### src/hw/usbtep_pkg.sv
// shared constants for the transmit endpoint control block
package usbtep_pkg;

    // ==========================================================
    // register map (byte addresses)
    localparam logic [3:0] USBTEP_ADR_CSR = 4'h0;  // control/status word
    localparam logic [3:0] USBTEP_ADR_INFO = 4'h4; // read-only state view

    // ==========================================================
    // control/status reset value
    localparam logic [15:0] USBTEP_CSR_RST = 16'h2000;

    // ==========================================================
    // shared bit positions, both roles
    localparam int USBTEP_B_READY = 0;   // tx_packet_ready
    localparam int USBTEP_B_HASPKT = 1;  // fifo_has_packet
    localparam int USBTEP_B_PURGE = 3;   // fifo_purge
    localparam int USBTEP_B_TGLRST = 6;  // toggle_reset
    localparam int USBTEP_B_TGLFRC = 11; // toggle_force
    localparam int USBTEP_B_SPARE = 13;  // spare bit, resets to one
    localparam int USBTEP_B_ISO = 14;    // transfer type
    localparam int USBTEP_B_AUTO = 15;   // auto_ready_on_full_packet

    // peripheral-role bit positions
    localparam int USBTEP_P_UNDER = 2;   // underrun flag
    localparam int USBTEP_P_STLREQ = 4;  // stall_request
    localparam int USBTEP_P_STLSNT = 5;  // stall_sent_flag

    // host-role bit positions
    localparam int USBTEP_H_ERR = 2;     // no-handshake error flag
    localparam int USBTEP_H_STLRCV = 5;  // stall_received_flag
    localparam int USBTEP_H_NAK = 7;     // nak_expiry_flag

    // ==========================================================
    // counts
    localparam logic [1:0] USBTEP_MAX_TRIES = 2'h3; // attempts before error
    localparam logic [1:0] USBTEP_MAX_PKTS = 2'h2;  // double buffered
    localparam logic [4:0] USBTEP_NAK_MIN = 5'h02;  // smallest live limit

endpackage : usbtep_pkg

### src/hw/usbtep_ctrl.sv
// control and status logic for one transmit endpoint
`timescale 1ns/1ps
`default_nettype none
module usbtep_ctrl
    import usbtep_pkg::*;
#(
    parameter int MPS_W = 11  // width of the packet size field
)
(
    // clock and reset
    input wire logic core_clk,
    input wire logic reset_n,
    // wishbone slave
    input wire logic wb_cyc_i,
    input wire logic wb_stb_i,
    input wire logic wb_we_i,
    input wire logic [3:0] wb_adr_i,
    input wire logic [3:0] wb_sel_i,
    input wire logic [31:0] wb_dat_i,
    output logic [31:0] wb_dat_o,
    output logic wb_ack_o,
    // configuration from neighbouring registers
    input wire logic host_role,
    input wire logic [MPS_W-1:0] tx_max_packet_size,
    input wire logic [4:0] tx_poll_interval,
    // fifo load side
    input wire logic fifo_byte_loaded,
    // usb engine events
    input wire logic in_token,
    input wire logic packet_acked,
    input wire logic no_handshake,
    input wire logic stall_seen,
    input wire logic nak_seen,
    input wire logic frame_tick,
    // to the engine and fifo
    output logic tx_packet_ready,
    output logic stall_response,
    output logic data_toggle,
    output logic endpoint_halted,
    output logic fifo_ptr_reset,
    output logic packet_discard,
    output logic sent_event,
    output logic error_event
);
    // ==========================================================
    // state
    typedef struct packed {
        logic ack;                // bus answer
        logic [15:0] rdat;        // read data
        logic ready;              // tx_packet_ready
        logic underrun;           // peripheral underrun flag
        logic stall_request;      // peripheral stall request
        logic stall_sent_flag;    // peripheral stall sent
        logic stall_received_flag;// host stall received
        logic error;              // host error flag
        logic nak_expiry_flag;    // host nak timeout
        logic iso;                // transfer type
        logic auto_ready;         // auto_ready_on_full_packet
        logic spare;              // spare bit 13
        logic toggle;             // data toggle
        logic [1:0] pkts;         // packets held in fifo
        logic [MPS_W-1:0] bytes;  // bytes of packet being loaded
        logic second_full;        // buffered packet is full size
        logic [1:0] tries;        // unanswered attempts
        logic ptr_rst;            // pointer reset pulse
        logic discard;            // discard pulse
        logic sent;               // sent pulse
        logic err_ev;             // error pulse
    } usbtep_state_s;
    usbtep_state_s q, d;             // registered state and its next value
    logic nak_fire, bus_req, wr_csr; // timer pulse, request, csr write
    logic [31:0] wdat;
    // ==========================================================
    // helpers
    // image of the control word in the current layout
    function automatic logic [15:0] csr_image(input usbtep_state_s s,
                                              input logic host);
        logic [15:0] v;
        v = '0;
        v[USBTEP_B_READY] = s.ready;
        v[USBTEP_B_HASPKT] = (s.pkts != 2'h0);
        v[USBTEP_B_ISO] = s.iso;
        v[USBTEP_B_AUTO] = s.auto_ready;
        v[USBTEP_B_SPARE] = s.spare;
        if (host) begin
            v[USBTEP_H_ERR] = s.error;
            v[USBTEP_H_STLRCV] = s.stall_received_flag;
            v[USBTEP_H_NAK] = s.nak_expiry_flag;
        end else begin
            v[USBTEP_P_UNDER] = s.underrun;
            v[USBTEP_P_STLREQ] = s.stall_request;
            v[USBTEP_P_STLSNT] = s.stall_sent_flag;
        end
        return v;
    endfunction : csr_image
    // one packet fewer, never below zero
    function automatic logic [1:0] dec_pkts(input logic [1:0] n);
        return (n == 2'h0) ? 2'h0 : n - 2'h1;
    endfunction : dec_pkts
    // ==========================================================
    // outputs
    assign bus_req = wb_cyc_i && wb_stb_i;
    assign wr_csr = bus_req && wb_we_i && q.ack && wb_adr_i == USBTEP_ADR_CSR;
    assign wdat = wb_dat_i;
    assign wb_ack_o = q.ack;
    assign wb_dat_o = {16'h0000, q.rdat};
    assign tx_packet_ready = q.ready;
    assign stall_response = !host_role && q.stall_request && !q.iso;
    assign data_toggle = q.toggle;
    assign endpoint_halted = host_role && q.nak_expiry_flag;
    assign fifo_ptr_reset = q.ptr_rst;
    assign packet_discard = q.discard;
    assign sent_event = q.sent;
    assign error_event = q.err_ev;
    // ==========================================================
    // nak run timer, bulk endpoints in host role
    usbtep_nak_timer u_nak (
        .core_clk(core_clk),
        .reset_n(reset_n),
        .clear(packet_acked || q.nak_expiry_flag),
        .enable(host_role && !q.iso),
        .nak_limit(tx_poll_interval),
        .nak_seen(nak_seen),
        .frame_tick(frame_tick),
        .expired(nak_fire)
    );
    // ==========================================================
    // next state: software first, hardware events after so they win
    always_comb begin
        d = q;
        d.ptr_rst = 1'b0;
        d.discard = 1'b0;
        d.sent = 1'b0;
        d.err_ev = 1'b0;
        // bus answer one cycle after request, dropped after
        d.ack = bus_req && !q.ack;
        if (bus_req && !q.ack) begin
            // unmapped addresses read as zero
            d.rdat = '0;
            if (wb_adr_i == USBTEP_ADR_CSR) begin
                d.rdat = csr_image(q, host_role);
            end else if (wb_adr_i == USBTEP_ADR_INFO) begin
                // toggle, packets held, halted
                d.rdat = {12'h000, endpoint_halted, q.pkts, q.toggle};
            end
        end
        // upper byte of the control word
        if (wr_csr && wb_sel_i[1]) begin
            d.auto_ready = wdat[USBTEP_B_AUTO];
            d.iso = wdat[USBTEP_B_ISO];
            d.spare = wdat[USBTEP_B_SPARE];
            if (wdat[USBTEP_B_TGLFRC]) begin
                d.toggle = !q.toggle;
                d.ready = 1'b0;
                d.pkts = dec_pkts(q.pkts);
                d.discard = 1'b1;
            end
        end
        // lower byte of the control word
        if (wr_csr && wb_sel_i[0]) begin
            if (wdat[USBTEP_B_READY]) begin
                d.ready = 1'b1;
                if (q.pkts != USBTEP_MAX_PKTS) begin
                    d.pkts = q.pkts + 2'h1;
                end
                d.bytes = '0;
            end
            if (wdat[USBTEP_B_PURGE] && q.ready) begin
                d.ptr_rst = 1'b1;
                // a second buffered packet stays ready for the next purge
                d.ready = (q.pkts > 2'h1);
                d.pkts = dec_pkts(q.pkts);
                d.bytes = '0;
                d.second_full = 1'b0;
            end
            if (wdat[USBTEP_B_TGLRST]) begin
                d.toggle = 1'b0;
            end
            // sticky flags: a zero clears, a one keeps; stall_request takes the written bit
            if (host_role) begin
                d.error &= wdat[USBTEP_H_ERR];
                d.stall_received_flag &= wdat[USBTEP_H_STLRCV];
                d.nak_expiry_flag &= wdat[USBTEP_H_NAK];
            end else begin
                d.stall_request = wdat[USBTEP_P_STLREQ];
                d.underrun &= wdat[USBTEP_P_UNDER];
                d.stall_sent_flag &= wdat[USBTEP_P_STLSNT];
            end
        end
        // byte loaded into the fifo
        if (fifo_byte_loaded) begin
            d.bytes = q.bytes + {{(MPS_W-1){1'b0}}, 1'b1};
            if (q.auto_ready && d.bytes == tx_max_packet_size) begin
                d.bytes = '0;
                if (q.ready) begin
                    d.second_full = 1'b1;
                end
                d.ready = 1'b1;
                if (q.pkts != USBTEP_MAX_PKTS) begin
                    d.pkts = q.pkts + 2'h1;
                end
            end
        end
        // peripheral role: IN token
        if (!host_role && in_token) begin
            if (stall_response) begin
                d.stall_sent_flag = 1'b1;
                d.ptr_rst = 1'b1;
                d.ready = 1'b0;
                d.pkts = 2'h0;
                d.second_full = 1'b0;
            end else if (!q.ready) begin
                d.underrun = 1'b1;
            end
        end
        // packet acknowledged
        if (packet_acked) begin
            d.ready = 1'b0;
            d.toggle = !q.toggle;
            d.pkts = dec_pkts(q.pkts);
            d.tries = 2'h0;
            d.sent = 1'b1;
            d.second_full = 1'b0;
            // full second packet goes at once
            if (q.auto_ready && q.second_full && q.pkts > 2'h1) begin
                d.ready = 1'b1;
            end
        end
        // host role events
        if (host_role) begin
            if (no_handshake && !q.iso) begin
                d.tries = q.tries + 2'h1;
                if (q.tries + 2'h1 == USBTEP_MAX_TRIES) begin
                    d.error = 1'b1;
                    d.err_ev = 1'b1;
                    d.tries = 2'h0;
                end
            end
            if (stall_seen) begin
                d.stall_received_flag = 1'b1;
                d.ptr_rst = 1'b1;
                d.ready = 1'b0;
                d.pkts = 2'h0;
                d.second_full = 1'b0;
                d.tries = 2'h0;
            end
            if (nak_fire) begin
                d.nak_expiry_flag = 1'b1;
            end
        end
    end
    // state register
    always_ff @(posedge core_clk or negedge reset_n) begin
        if (!reset_n) begin
            q <= '0;
            q.spare <= USBTEP_CSR_RST[USBTEP_B_SPARE];
        end else begin
            q <= d;
        end
    end
endmodule : usbtep_ctrl
`default_nettype wire

### src/hw/usbtep_nak_timer.sv
// frame counter that flags a run of NAK answers past the limit
`timescale 1ns/1ps
`default_nettype none
module usbtep_nak_timer
    import usbtep_pkg::*;
(
    // clock and reset
    input wire logic core_clk,
    input wire logic reset_n,
    // control
    input wire logic clear,
    input wire logic enable,
    input wire logic [4:0] nak_limit,
    // events
    input wire logic nak_seen,
    input wire logic frame_tick,
    output logic expired
);

    // ==========================================================
    // state
    typedef struct packed {
        logic armed;          // a nak arrived in this frame
        logic [16:0] frames;  // frames with naks so far
        logic fire;           // one-cycle expiry pulse
    } usbtep_nak_s;

    usbtep_nak_s q;
    usbtep_nak_s d;
    logic [16:0] limit_frames;

    // limit of 2^(m-1) frames
    assign limit_frames = 17'h00001 << (nak_limit - 5'h01);
    assign expired = q.fire;

    // next state
    always_comb begin
        d = q;
        d.fire = 1'b0;
        if (clear || !enable || nak_limit < USBTEP_NAK_MIN) begin
            // a good answer or a disabled limit restarts the run
            d = '0;
        end else begin
            if (nak_seen) begin
                d.armed = 1'b1;
            end
            if (frame_tick && q.armed) begin
                d.armed = 1'b0;
                d.frames = q.frames + 17'h00001;
                if (q.frames + 17'h00001 > limit_frames) begin
                    d.fire = 1'b1;
                    d.frames = '0;
                end
            end
        end
    end

    // state register
    always_ff @(posedge core_clk or negedge reset_n) begin
        if (!reset_n) begin
            q <= '0;
        end else begin
            q <= d;
        end
    end

endmodule : usbtep_nak_timer
`default_nettype wire

### config.mk
export PLATFORM = sky130hd
export DESIGN_NAME = usbtep_ctrl
export DESIGN_NICKNAME = d
export VERILOG_FILES = /design/src/hw/usbtep_pkg.sv /design/src/hw/usbtep_ctrl.sv /design/src/hw/usbtep_nak_timer.sv
export SDC_FILE = /design/constraint.sdc
export NUM_CORES = 1
export LEC_CHECK = 0
export ABC_AREA = 0
export BUFFER_PORTS_ARGS = -buffer_cell sky130_fd_sc_hd__buf_4
export CORE_ASPECT_RATIO = 0.7
export CORE_MARGIN = 2
export CORE_UTILIZATION = 60
export CTS_BUF_LIST = sky130_fd_sc_hd__clkbuf_2 sky130_fd_sc_hd__clkbuf_4 sky130_fd_sc_hd__clkbuf_8
export DETAILED_ROUTE_END_ITERATION = 10
export PLACE_DENSITY = 0.89
export SYNTH_ARGS = -nofsm -noshare
export SYNTH_HDL_FRONTEND = slang
export SYNTH_SLANG_ARGS = --single-unit
### constraint.sdc
create_clock -name core_clk -period 7.2 [get_ports core_clk]
set_input_delay 0.72 -clock core_clk [delete_from_list [all_inputs] [get_ports core_clk]]
set_output_delay 0.72 -clock core_clk [all_outputs]
set_load 0.01 [all_outputs]
==> results of run 1 <==
[registers in the layout, indices dropped and copies added, names as in the netlist]
name / flops
wb_dat_o: 10
sent_event: 1
tx_packet_ready: 1
u_nak.expired: 1
error_event: 1
u_nak.q: 18
q: 25
fifo_ptr_reset: 1
data_toggle: 1
packet_discard: 1
wb_ack_o: 1
[power by group]
| part | switching (W) | total, W | leakage [nW] | internal, W |
|---|---|---|---|---|
| logic | 0.0000848 | 0.000151 | 1.37 | 0.0000666 |
| registers | 0.0000303 | 0.000392 | 0.819 | 0.000362 |
| clock network | 0.000139 | 0.000386 | 0.127 | 0.000247 |
| total | 0.000255 | 0.000930 | 2.31 | 0.000675 |
[cell usage in the layout (no fill, tap or decap), drive strengths merged, types with 14 or more instances in the layout]
cell    Yosys  layout
xnor2      14      14
nand3      21      21
nand2b     16      16
buf        44      64
dfrtp      60      60
nor2       32      32
o21ai      29      29
nand2      80      80
a21oi      27      27
ha         21      21
conb        1      22
nor3       14      14
[worst min-delay path by stage]
stage | endpoint | slack (ns) | cells after the start | startpoint
finish | q[15] | 0.44 | 1 | reset_n
global route | q[24] | 0.48 | 2 | u_nak.expired
CTS | q[24] | 0.44 | 2 | u_nak.expired
detailed placement | q[24] | 0.43 | 2 | u_nak.expired
global placement | q[24] | 0.42 | 2 | u_nak.expired
floorplan | data_toggle | 0.42 | 0 | reset_n
[through the flow]
| stage | instances | area, um2 | util [%] | hold slack (ns) | setup slack (ns) |
|---|---|---|---|---|---|
| floorplan | 540 | 4480 | - | 0.418 | 3.87 |
| global placement | 645 | 4720 | 65.7 | 0.425 | 3.15 |
| detailed placement | 645 | 4720 | 65.7 | 0.434 | 2.87 |
| CTS | 661 | 4970 | 69.1 | 0.440 | 2.96 |
| global route | 661 | 4970 | 69.1 | 0.482 | 2.44 |
| finish | 661 | 4970 | 69.1 | 0.437 | 2.86 |
[metal layers]
layer / routed length (um) / part of all wire, %
met2: 4710 / 44
met5: 0 / 0
met3: 1130 / 11
met1: 4730 / 44
met4: 150 / 1.4
[critical path, cell delays in order (launching register included)]
cell       delay [ns]
dfrtp_1          0.43
ha_1             0.24
nand2_1          0.10
nor2_1           0.23
nand3_1          0.28
nor2_1           0.27
xor2_1           0.19
ha_1             0.29
nand2_1          0.10
nor2_1           0.06
a2111oi_0        0.45
a221oi_1         0.22
o21ai_2          0.90
o21ai_0          0.29
a31oi_1          0.22
[final cells by class]
class | count | area (um2) | share of cell area (%)
clock buffers | 12 | 153 | 3.07
clock inverters | 4 | 95.1 | 1.91
inverters | 6 | 22.5 | 0.453
multi-input cells | 416 | 2570 | 51.7
flip-flops and latches | 61 | 1530 | 30.7
well taps | 98 | 123 | 2.47
repair buffers | 64 | 480 | 9.67
[cell families after synthesis]
| group | after synthesis | share of synthesized area (%) |
|---|---|---|
| mux | 10 | 2.41 |
| simple gates | 220 | 25.3 |
| other cells | 1 | 0.0851 |
| flops | 61 | 34.7 |
| buf+inv | 63 | 8.75 |
| xor+xnor | 26 | 5.17 |
| compound gates | 117 | 17.6 |
| fa+ha+maj | 21 | 5.97 |
==> results.ini, run 1 <==
[outcome]
status = finished clean

[die]
fp-row-count = 26
start_util_pct = 61.3
fp.dieW_um = 106
core-area_mm2 = 0.00719
fp.dieH_um = 75.7
dieArea_mm2 = 0.00805
ioPinCount = 110

[global_routing]
grtUsageTotal_pct = 28.0
grt_antenna_before_repair = 0
gr-usage-met1_pct = 39.0
gr-total-overflow = 0
busiest_layer = met2
grt_pass1_vias = 3617
grt_util_met2_pct = 43.0
grt_max_degree = 62
grt_pass1_wl_mm = 17.4
grt_use_met3_pct = 7.44

[pwr]
irDropWorstVdd_v = 0.000155
fin_total_pwr_w = 0.000930
powerDensity_mw_per_mm2 = 187
p_leak_nw = 2.31

[critical_path]
rrSetupSlack_ns = 2.86
r2r_end = u_nak.q[6]
endpoint = u_nak.q[6]
crit_fanout = 27
arrival_ns = 4.62
timing.rr.start = u_nak.q[1]
cp-end-kind = register
crit_required_ns = 7.49
crit_start = u_nak.q[1]
r2r_cells = 14
critical_path_class = reg -> reg
start_kind = register

[sta]
slew_headroom_pct = 26.5
max_freq_mhz = 231
worst_pin_slew_ns = 1.10
fin_worst_skew_ns = 0.0133
fin_crit_ns = 4.34
min_period_over_period_pct = 60.3
finalHoldViolations = 0
drv_slew = 0
rsz0062_at_grt = no
finalSetupViolCount = 0
fin_tns_setup_ns = 0

[yosys]
ys_seq_area_share_pct = 34.7
synth_cells = 519
synth-main-ff-cell = dfrtp_1
synth_top_area_share_pct = 34.1
synth.distinct_cells = 65
synth_area_per_cell_um2 = 8.49
synth_edf_count = 0
synth_common_cells = nand2_1, dfrtp_1, buf_4
synthTopCellsByArea = dfrtp_1, nand2_1, buf_4
synthMostInstantiatedCell = nand2_1
synth_largest_area_cell = dfrtp_1
synth_area_mm2 = 0.00440
ys_ff_latch = 61
async_flop_share_pct = 100
synth_warnings = 0

[placed_design]
dpl.hpwl_mm = 7.86
portBuffers = 64
gp_congestion = 0.918

[layout]
drive_above_1_share_pct = 17.2
fin_nets = 648
antenna_cells = 0
fill_cells = 553
synthToLayoutAreaGrowth_pct = 12.9

[drt]
post-route-drc-count = 0
num_vias = 4038
ant_nets = 0
wirelength_mm = 10.7
drtIter0Drc = 327
firstDrtPassIters = 5
post_drt_via_cell_ratio = 6.11
wl_per_cell_um = 16.2

[clock_tree]
cts.sinks = 61
clock_latency_ns = 0.36
cts_buffers = 9
holdBufCountCts = 0
cts_buffer_depth = 2
clock-root-buffer = clkbuf_8
cts.reportedPaths.clkPinSlew_ns = 0.08
postCtsSetupBuffers = 0
ctsResizeCount = 0
htreeDepth = 3
cts_tree = built

[flow_run]
cap_viol_max_count = 0

[min_path]
hold_path.class = in -> async

No activity file was read; power rests on OpenSTA's default activity.
==> inputs of run 2 (changes only) <==
ABC_AREA = 1   (was 0)
CORE_UTILIZATION = 55   (was 60)
PLACE_DENSITY = 0.83   (was 0.89)
clock period = 4.5 ns   (was 7.2 ns; I/O delays follow)
==> results.ini, run 2 <==
[outcome]
status = finished clean  ; unchanged

[yosys]
synth_area_mm2 = 0.00421  ; was 0.00440 mm2
ys_ff_latch = 61  ; unchanged
synth-main-ff-cell = dfrtp_1  ; unchanged
synth_common_cells = nand2_1, inv_1, dfrtp_1  ; was nand2_1, dfrtp_1, buf_4
synth_edf_count = 0  ; unchanged
synthTopCellsByArea = dfrtp_1, nand2_1, inv_1  ; was dfrtp_1, nand2_1, buf_4
synth.distinct_cells = 45  ; was 65
synth_cells = 563  ; was 519
synth_warnings = 0  ; unchanged
ys_seq_area_share_pct = 36.3  ; was 34.7%
synthMostInstantiatedCell = nand2_1  ; unchanged
synth_top_area_share_pct = 35.7  ; was 34.1%
synth_area_per_cell_um2 = 7.47  ; was 8.49 um2
async_flop_share_pct = 100  ; unchanged
synth_largest_area_cell = dfrtp_1  ; unchanged

[pwr]
irDropWorstVdd_v = 0.000220  ; was 0.000155 V
p_leak_nw = 2.40  ; was 2.31 nW
powerDensity_mw_per_mm2 = 287  ; was 187 mW/mm2

[critical_path]
critical_path_class = reg -> reg  ; unchanged
crit_required_ns = 4.73  ; was 7.49 ns
critical_path.slowest_cell = dfrtp_1  ; was o21ai_2
worst_path_largest_cell_delay_ns = 0.46  ; was 0.90 ns
crit_top_cell = nand2_1  ; was nor2_1
r2r_cells = 18  ; was 14
arrival_ns = 4.34  ; was 4.62 ns
cp-end-kind = register  ; unchanged
worst-path-stages = 18  ; was 14
start_kind = register  ; unchanged
crit_fanout = 10  ; was 27
worstPathCellList = ha_1 -> nand2_1 -> nor3_2 -> nand2_1 -> nor2_1 -> nand2_1 -> nor2_2 -> nand2_1 -> nor2_1 -> xor2_1 -> inv_1 -> ha_1 -> nand4_1 -> nor3b_1 -> nand2_1 -> o21ai_2 -> nand2_1 -> o32ai_1  ; was ha_1 -> nand2_1 -> nor2_1 -> nand3_1 -> nor2_1 -> xor2_1 -> ha_1 -> nand2_1 -> nor2_1 -> a2111oi_0 -> a221oi_1 -> o21ai_2 -> o21ai_0 -> a31oi_1
crit_family = simple AND/OR/NAND/NOR gates  ; was compound AO/OA/AOI/OAI gates
timing.critical_path.buf_inv = 1  ; was 0

[clock_tree]
cts.reportedPaths.clkPinSlew_ns = 0.08  ; about the same
clock_latency_ns = 0.34  ; was 0.36 ns
holdBufCountCts = 0  ; unchanged
cts_buffers = 9  ; unchanged
htreeDepth = 3  ; unchanged
cts_buffer_depth = 2  ; unchanged
ctsResizeCount = 0  ; unchanged
clock-root-buffer = clkbuf_8  ; unchanged
cts_tree = built  ; unchanged
cts.sinks = 61  ; unchanged
postCtsSetupBuffers = 0  ; unchanged

[drt]
firstDrtPassIters = 5  ; unchanged
drtIter0Drc = 272  ; was 327
num_vias = 3923  ; was 4,038
post-route-drc-count = 0  ; unchanged
wirelength_mm = 9.96  ; was 10.7 mm
post_drt_via_cell_ratio = 5.43  ; was 6.11
wl_per_cell_um = 13.8  ; was 16.2 um
ant_nets = 0  ; unchanged

[die]
fp.dieH_um = 77.2  ; was 75.7 um
fp.dieW_um = 109  ; was 106 um
dieArea_mm2 = 0.00837  ; was 0.00805 mm2
start_util_pct = 57.2  ; was 61.3%
fp-row-count = 26  ; unchanged
core-area_mm2 = 0.00735  ; was 0.00719 mm2
ioPinCount = 110  ; unchanged

[sta]
finalHoldViolations = 0  ; unchanged
fin_crit_ns = 4.11  ; was 4.34 ns
finalSetupViolCount = 0  ; unchanged
rsz0062_at_grt = no  ; unchanged
max_freq_mhz = 243  ; was 231 MHz
slew_headroom_pct = 48.6  ; was 26.5%
min_period_over_period_pct = 91.3  ; was 60.3%
worst_pin_slew_ns = 0.771  ; was 1.10 ns
setup_slack_ns = 0.392  ; was 2.86 ns
fin_worst_skew_ns = 0.0107  ; was 0.0133 ns
fin_tns_setup_ns = 0  ; unchanged
drv_slew = 0  ; unchanged

[layout]
drive_above_1_share_pct = 17.3  ; was 17.2%
final_cell_mix = nand2_1, inv_1, buf_4, dfrtp_1, nor2_1  ; was nand2_1, buf_4, dfrtp_1, nor2_1, a21oi_1
largest_reg_flops = 25  ; unchanged
synthToLayoutAreaGrowth_pct = 14.3  ; was 12.9%
antenna_cells = 0  ; unchanged
fin_nets = 710  ; was 648
largest_register = q  ; unchanged
final_common_cell = nand2_1  ; unchanged

[global_routing]
grt_pass1_wl_mm = 17.1  ; was 17.4 mm
grt_max_degree = 62  ; unchanged
grt_antenna_before_repair = 0  ; unchanged
grtUsageTotal_pct = 25.5  ; was 28.0%
grt_pass1_vias = 3712  ; was 3,617
gr-total-overflow = 0  ; unchanged

[min_path]
hold_path.class = in -> async  ; unchanged

[placed_design]
gp_congestion = 0.914  ; was 0.918
portBuffers = 64  ; unchanged
pre_cts_slack_ns = 0.533  ; was 2.87 ns
dpl.hpwl_mm = 7.68  ; was 7.86 mm

[flow_run]
cap_viol_max_count = 0  ; unchanged

==> run 2: changes by cell type after synthesis, moves of 9 or more <==
cell      previous run  this run
nand2b_1            16         1
xnor2_1             14         1
a31oi_1             12         0
o22ai_1              1        13
nor2_1              32        42
clkbuf_1            12         2
a21oi_1             26        17
nand3_1             20        41
nand2_1             80       130
nor2b_1              9         0
inv_1                6        75
==> run 2: layout make-up <==
class                      count  area [um2]
clock buffer                  10         131
clock inverter                 6        63.8
fill                         622        2540
inverter                      80         300
multi-input combinational    404        2180
sequential                    61        1530
tap                           98         123
timing repair buffer          64         480
==> run 2: cells by family after synthesis <==
| kind of cell | count (synthesis) | share of synthesized area [%] |
|---|---|---|
| XOR/XNOR | 17 | 3.72 |
| other | 1 | 0.0892 |
| AO/OA/AOI/OAI | 88 | 12.7 |
| AND/OR/NAND/NOR | 256 | 27.3 |
| buffers and inverters | 119 | 13.7 |
| flip-flops | 61 | 36.3 |
| adder cells (fa/ha/maj) | 21 | 6.25 |
==> run 2: metal layers <==
metal / GRT usage [%] / up-vias / part of all wire [%]
met1: 35.9 / 1845 / 45
met2: 40.2 / 155 / 46
li1: - / 1909 / -
met4: 6.67 / 0 / 1.0
met5: 0 / - / 0
met3: 5.02 / 14 / 7.2
==> run 2: worst paths after layout <==
check,start,slack [ns],to
setup reg to reg,u_nak.q[1],0.39,u_nak.q[3]
min in group core_clk,packet_acked,0.31,sent_event
hold / removal,reset_n,0.17,q[11]
hold reg to reg,u_nak.expired,0.48,q[24]
max in group asynchronous,reset_n,3.81,q[23]
setup / recovery,u_nak.q[1],0.39,u_nak.q[3]
==> run 2: stage by stage <==
| stage | hold WS [ns] | util (%) | instance area (um2) | power, W | cells |
|---|---|---|---|---|---|
| 2_1_floorplan | 0.154 | - | 4280 | 0.000819 | 584 |
| 3_3_place_gp | 0.441 | 62.7 | 4610 | 0.000889 | 707 |
| 3_5_place_dp | 0.460 | 62.7 | 4610 | 0.000901 | 707 |
| 4_1_cts | 0.210 | 65.4 | 4810 | 0.00138 | 723 |
| 5_1_grt | 0.232 | 65.4 | 4810 | 0.00146 | 723 |
| 6_report | 0.170 | 65.4 | 4810 | 0.00138 | 723 |
==> run 2: report_power, final <==
part / total [W] / switching [W] / internal, W
clock network: 0.000485 / 0.000225 / 0.000261
registers: 0.000620 / 0.0000380 / 0.000582
logic: 0.000275 / 0.000170 / 0.000105
total: 0.00138 / 0.000433 / 0.000948
==> inputs of run 3 (changes only) <==
CAP_MARGIN = 15   (was unset)
HOLD_SLACK_MARGIN = 0.08   (was unset)
REMOVE_ABC_BUFFERS = 1   (was unset)
==> results.ini, run 3 (synthesis gave the netlist of run 2 again) <==
[min_path]
hold_path.class = in -> async  ; unchanged

[die]
start_util_pct = 57.2  ; unchanged
core-area_mm2 = 0.00735  ; unchanged
fp-row-count = 26  ; unchanged
dieArea_mm2 = 0.00837  ; unchanged
fp.dieH_um = 77.2  ; unchanged
fp.dieW_um = 109  ; unchanged
ioPinCount = 110  ; unchanged

[drt]
num_vias = 3911  ; was 3,923
ant_nets = 0  ; unchanged
firstDrtPassIters = 5  ; unchanged
wirelength_mm = 10.3  ; was 9.96 mm
post-route-drc-count = 0  ; unchanged
post_drt_via_cell_ratio = 5.41  ; was 5.43
wl_per_cell_um = 14.2  ; was 13.8 um
drtIter0Drc = 386  ; was 272

[sta]
max_freq_mhz = 255  ; was 243 MHz
finalSetupViolCount = 0  ; unchanged
finalHoldViolations = 0  ; unchanged
drv_slew = 0  ; unchanged
min_period_over_period_pct = 87.0  ; was 91.3%
worst_pin_slew_ns = 0.796  ; was 0.771 ns
slew_headroom_pct = 46.2  ; was 48.6%
fin_crit_ns = 3.92  ; was 4.11 ns
fin_tns_setup_ns = 0  ; unchanged
rsz0062_at_grt = no  ; unchanged
fin_worst_skew_ns = 0.0102  ; was 0.0107 ns

[pwr]
fin_total_pwr_w = 0.00138  ; about the same
p_leak_nw = 2.41  ; was 2.40 nW
powerDensity_mw_per_mm2 = 286  ; was 287 mW/mm2
irDropWorstVdd_v = 0.000237  ; was 0.000220 V

[clock_tree]
clock-root-buffer = clkbuf_8  ; unchanged
htreeDepth = 3  ; unchanged
ctsResizeCount = 0  ; unchanged
clock_latency_ns = 0.34  ; about the same
holdBufCountCts = 0  ; unchanged
cts_buffers = 9  ; unchanged
cts.reportedPaths.clkPinSlew_ns = 0.07  ; was 0.08 ns
cts_buffer_depth = 2  ; unchanged
cts_tree = built  ; unchanged
postCtsSetupBuffers = 0  ; unchanged
cts.sinks = 61  ; unchanged

[critical_path]
crit_start = u_nak.q[1]  ; unchanged
arrival_ns = 4.15  ; was 4.34 ns
crit_required_ns = 4.73  ; about the same
critical_path_class = reg -> reg  ; unchanged
r2r_end = u_nak.q[3]  ; unchanged
start_kind = register  ; unchanged
crit_fanout = 10  ; unchanged
timing.rr.start = u_nak.q[1]  ; unchanged
rrSetupSlack_ns = 0.58  ; was 0.39 ns
endpoint = u_nak.q[3]  ; unchanged
cp-end-kind = register  ; unchanged
r2r_cells = 18  ; unchanged

[layout]
largest_register = q  ; unchanged
final_cell_mix = nand2_1, inv_1, buf_4, dfrtp_1, nor2_1  ; unchanged
multi_input_area_mm2 = 0.00218  ; unchanged
seq_area_mm2 = 0.00153  ; unchanged
fill_cells = 620  ; was 622
stdcell_count = 723  ; unchanged
synthToLayoutAreaGrowth_pct = 14.2  ; was 14.3%
antenna_cells = 0  ; unchanged
largest_reg_flops = 25  ; unchanged
final_common_cell = nand2_1  ; unchanged
utilization_pct = 65.3  ; was 65.4%
fin_nets = 710  ; unchanged
drive_above_1_share_pct = 17.3  ; unchanged

[global_routing]
grtUsageTotal_pct = 26.6  ; was 25.5%
grt_antenna_before_repair = 0  ; unchanged
grt_pass1_wl_mm = 17.4  ; was 17.1 mm
grt_max_degree = 62  ; unchanged
gr-total-overflow = 0  ; unchanged
grt_pass1_vias = 3593  ; was 3,712

[placed_design]
portBuffers = 64  ; unchanged
dp_cells = 707  ; unchanged
dpl.hpwl_mm = 8.11  ; was 7.68 mm
gp_congestion = 0.912  ; was 0.914

[outcome]
status = finished clean  ; unchanged

[flow_run]
cap_viol_max_count = 0  ; unchanged

run 3: cell count changes in the layout (fill, tap and decap cells not counted):
cell,before,now
clkbuf_4,1,2
clkinvlp_4,2,1
clkinv_4,1,0
clkinv_2,2,3
run 3: final cells by class:
| cell class | instances | area share, % |
|---|---|---|
| sequential | 61 | 31.8 |
| tap | 98 | 2.55 |
| multi-input combinational | 404 | 45.4 |
| clock buffer | 11 | 2.89 |
| inverter | 80 | 6.25 |
| clock inverter | 5 | 1.09 |
| timing repair buffer | 64 | 10.0 |
run 3: critical path, cell delays in order (launching register included):
cell     delay, ns
dfrtp_1       0.43
ha_1          0.21
nand2_1       0.11
nor3_2        0.25
nand2_1       0.08
nor2_1        0.12
nand2_1       0.10
nor2_2        0.17
nand2_1       0.11
nor2_1        0.12
xor2_1        0.15
inv_1         0.07
ha_1          0.29
nand4_1       0.19
nor3b_1       0.24
nand2_1       0.09
o21ai_2       0.41
nand2_1       0.35
o32ai_1       0.32
run 3: worst min path at each step:
stage | from | depth (start not counted) | endpoint | slack [ns]
global placement | u_nak.expired | 2 | q[24] | 0.44
finish | reset_n | 1 | q[6] | 0.18
global route | reset_n | 1 | q[13] | 0.26
floorplan | reset_n | 0 | data_toggle | 0.15
CTS | reset_n | 1 | error_event | 0.21
detailed placement | u_nak.expired | 2 | q[24] | 0.44
run 3: power by group:
| part | total (W) | internal, W | switching [W] |
|---|---|---|---|
| clock | 0.000470 | 0.000265 | 0.000205 |
| combinational | 0.000283 | 0.000106 | 0.000178 |
| sequential | 0.000622 | 0.000582 | 0.0000400 |
run 3: through the flow:
stage / area, um2 / hold slack [ns] / worst slack [ns]
3_5_place_dp: 4610 / 0.436 / 0.583
3_3_place_gp: 4610 / 0.436 / 0.685
5_1_grt: 4800 / 0.256 / 0.188
6_report: 4800 / 0.180 / 0.584
4_1_cts: 4800 / 0.211 / 0.646
2_1_floorplan: 4010 / 0.154 / 1.43
run 3: layer usage:
layer	part of all wire, %	global-route usage, %	vias to the layer above	wire length, um
met1	50	41.9	1795	5080
met5	0	0	-	0
li1	-	-	1920	-
met2	40	36.9	181	4090
met3	9.3	5.02	15	957
met4	1.3	6.92	0	132
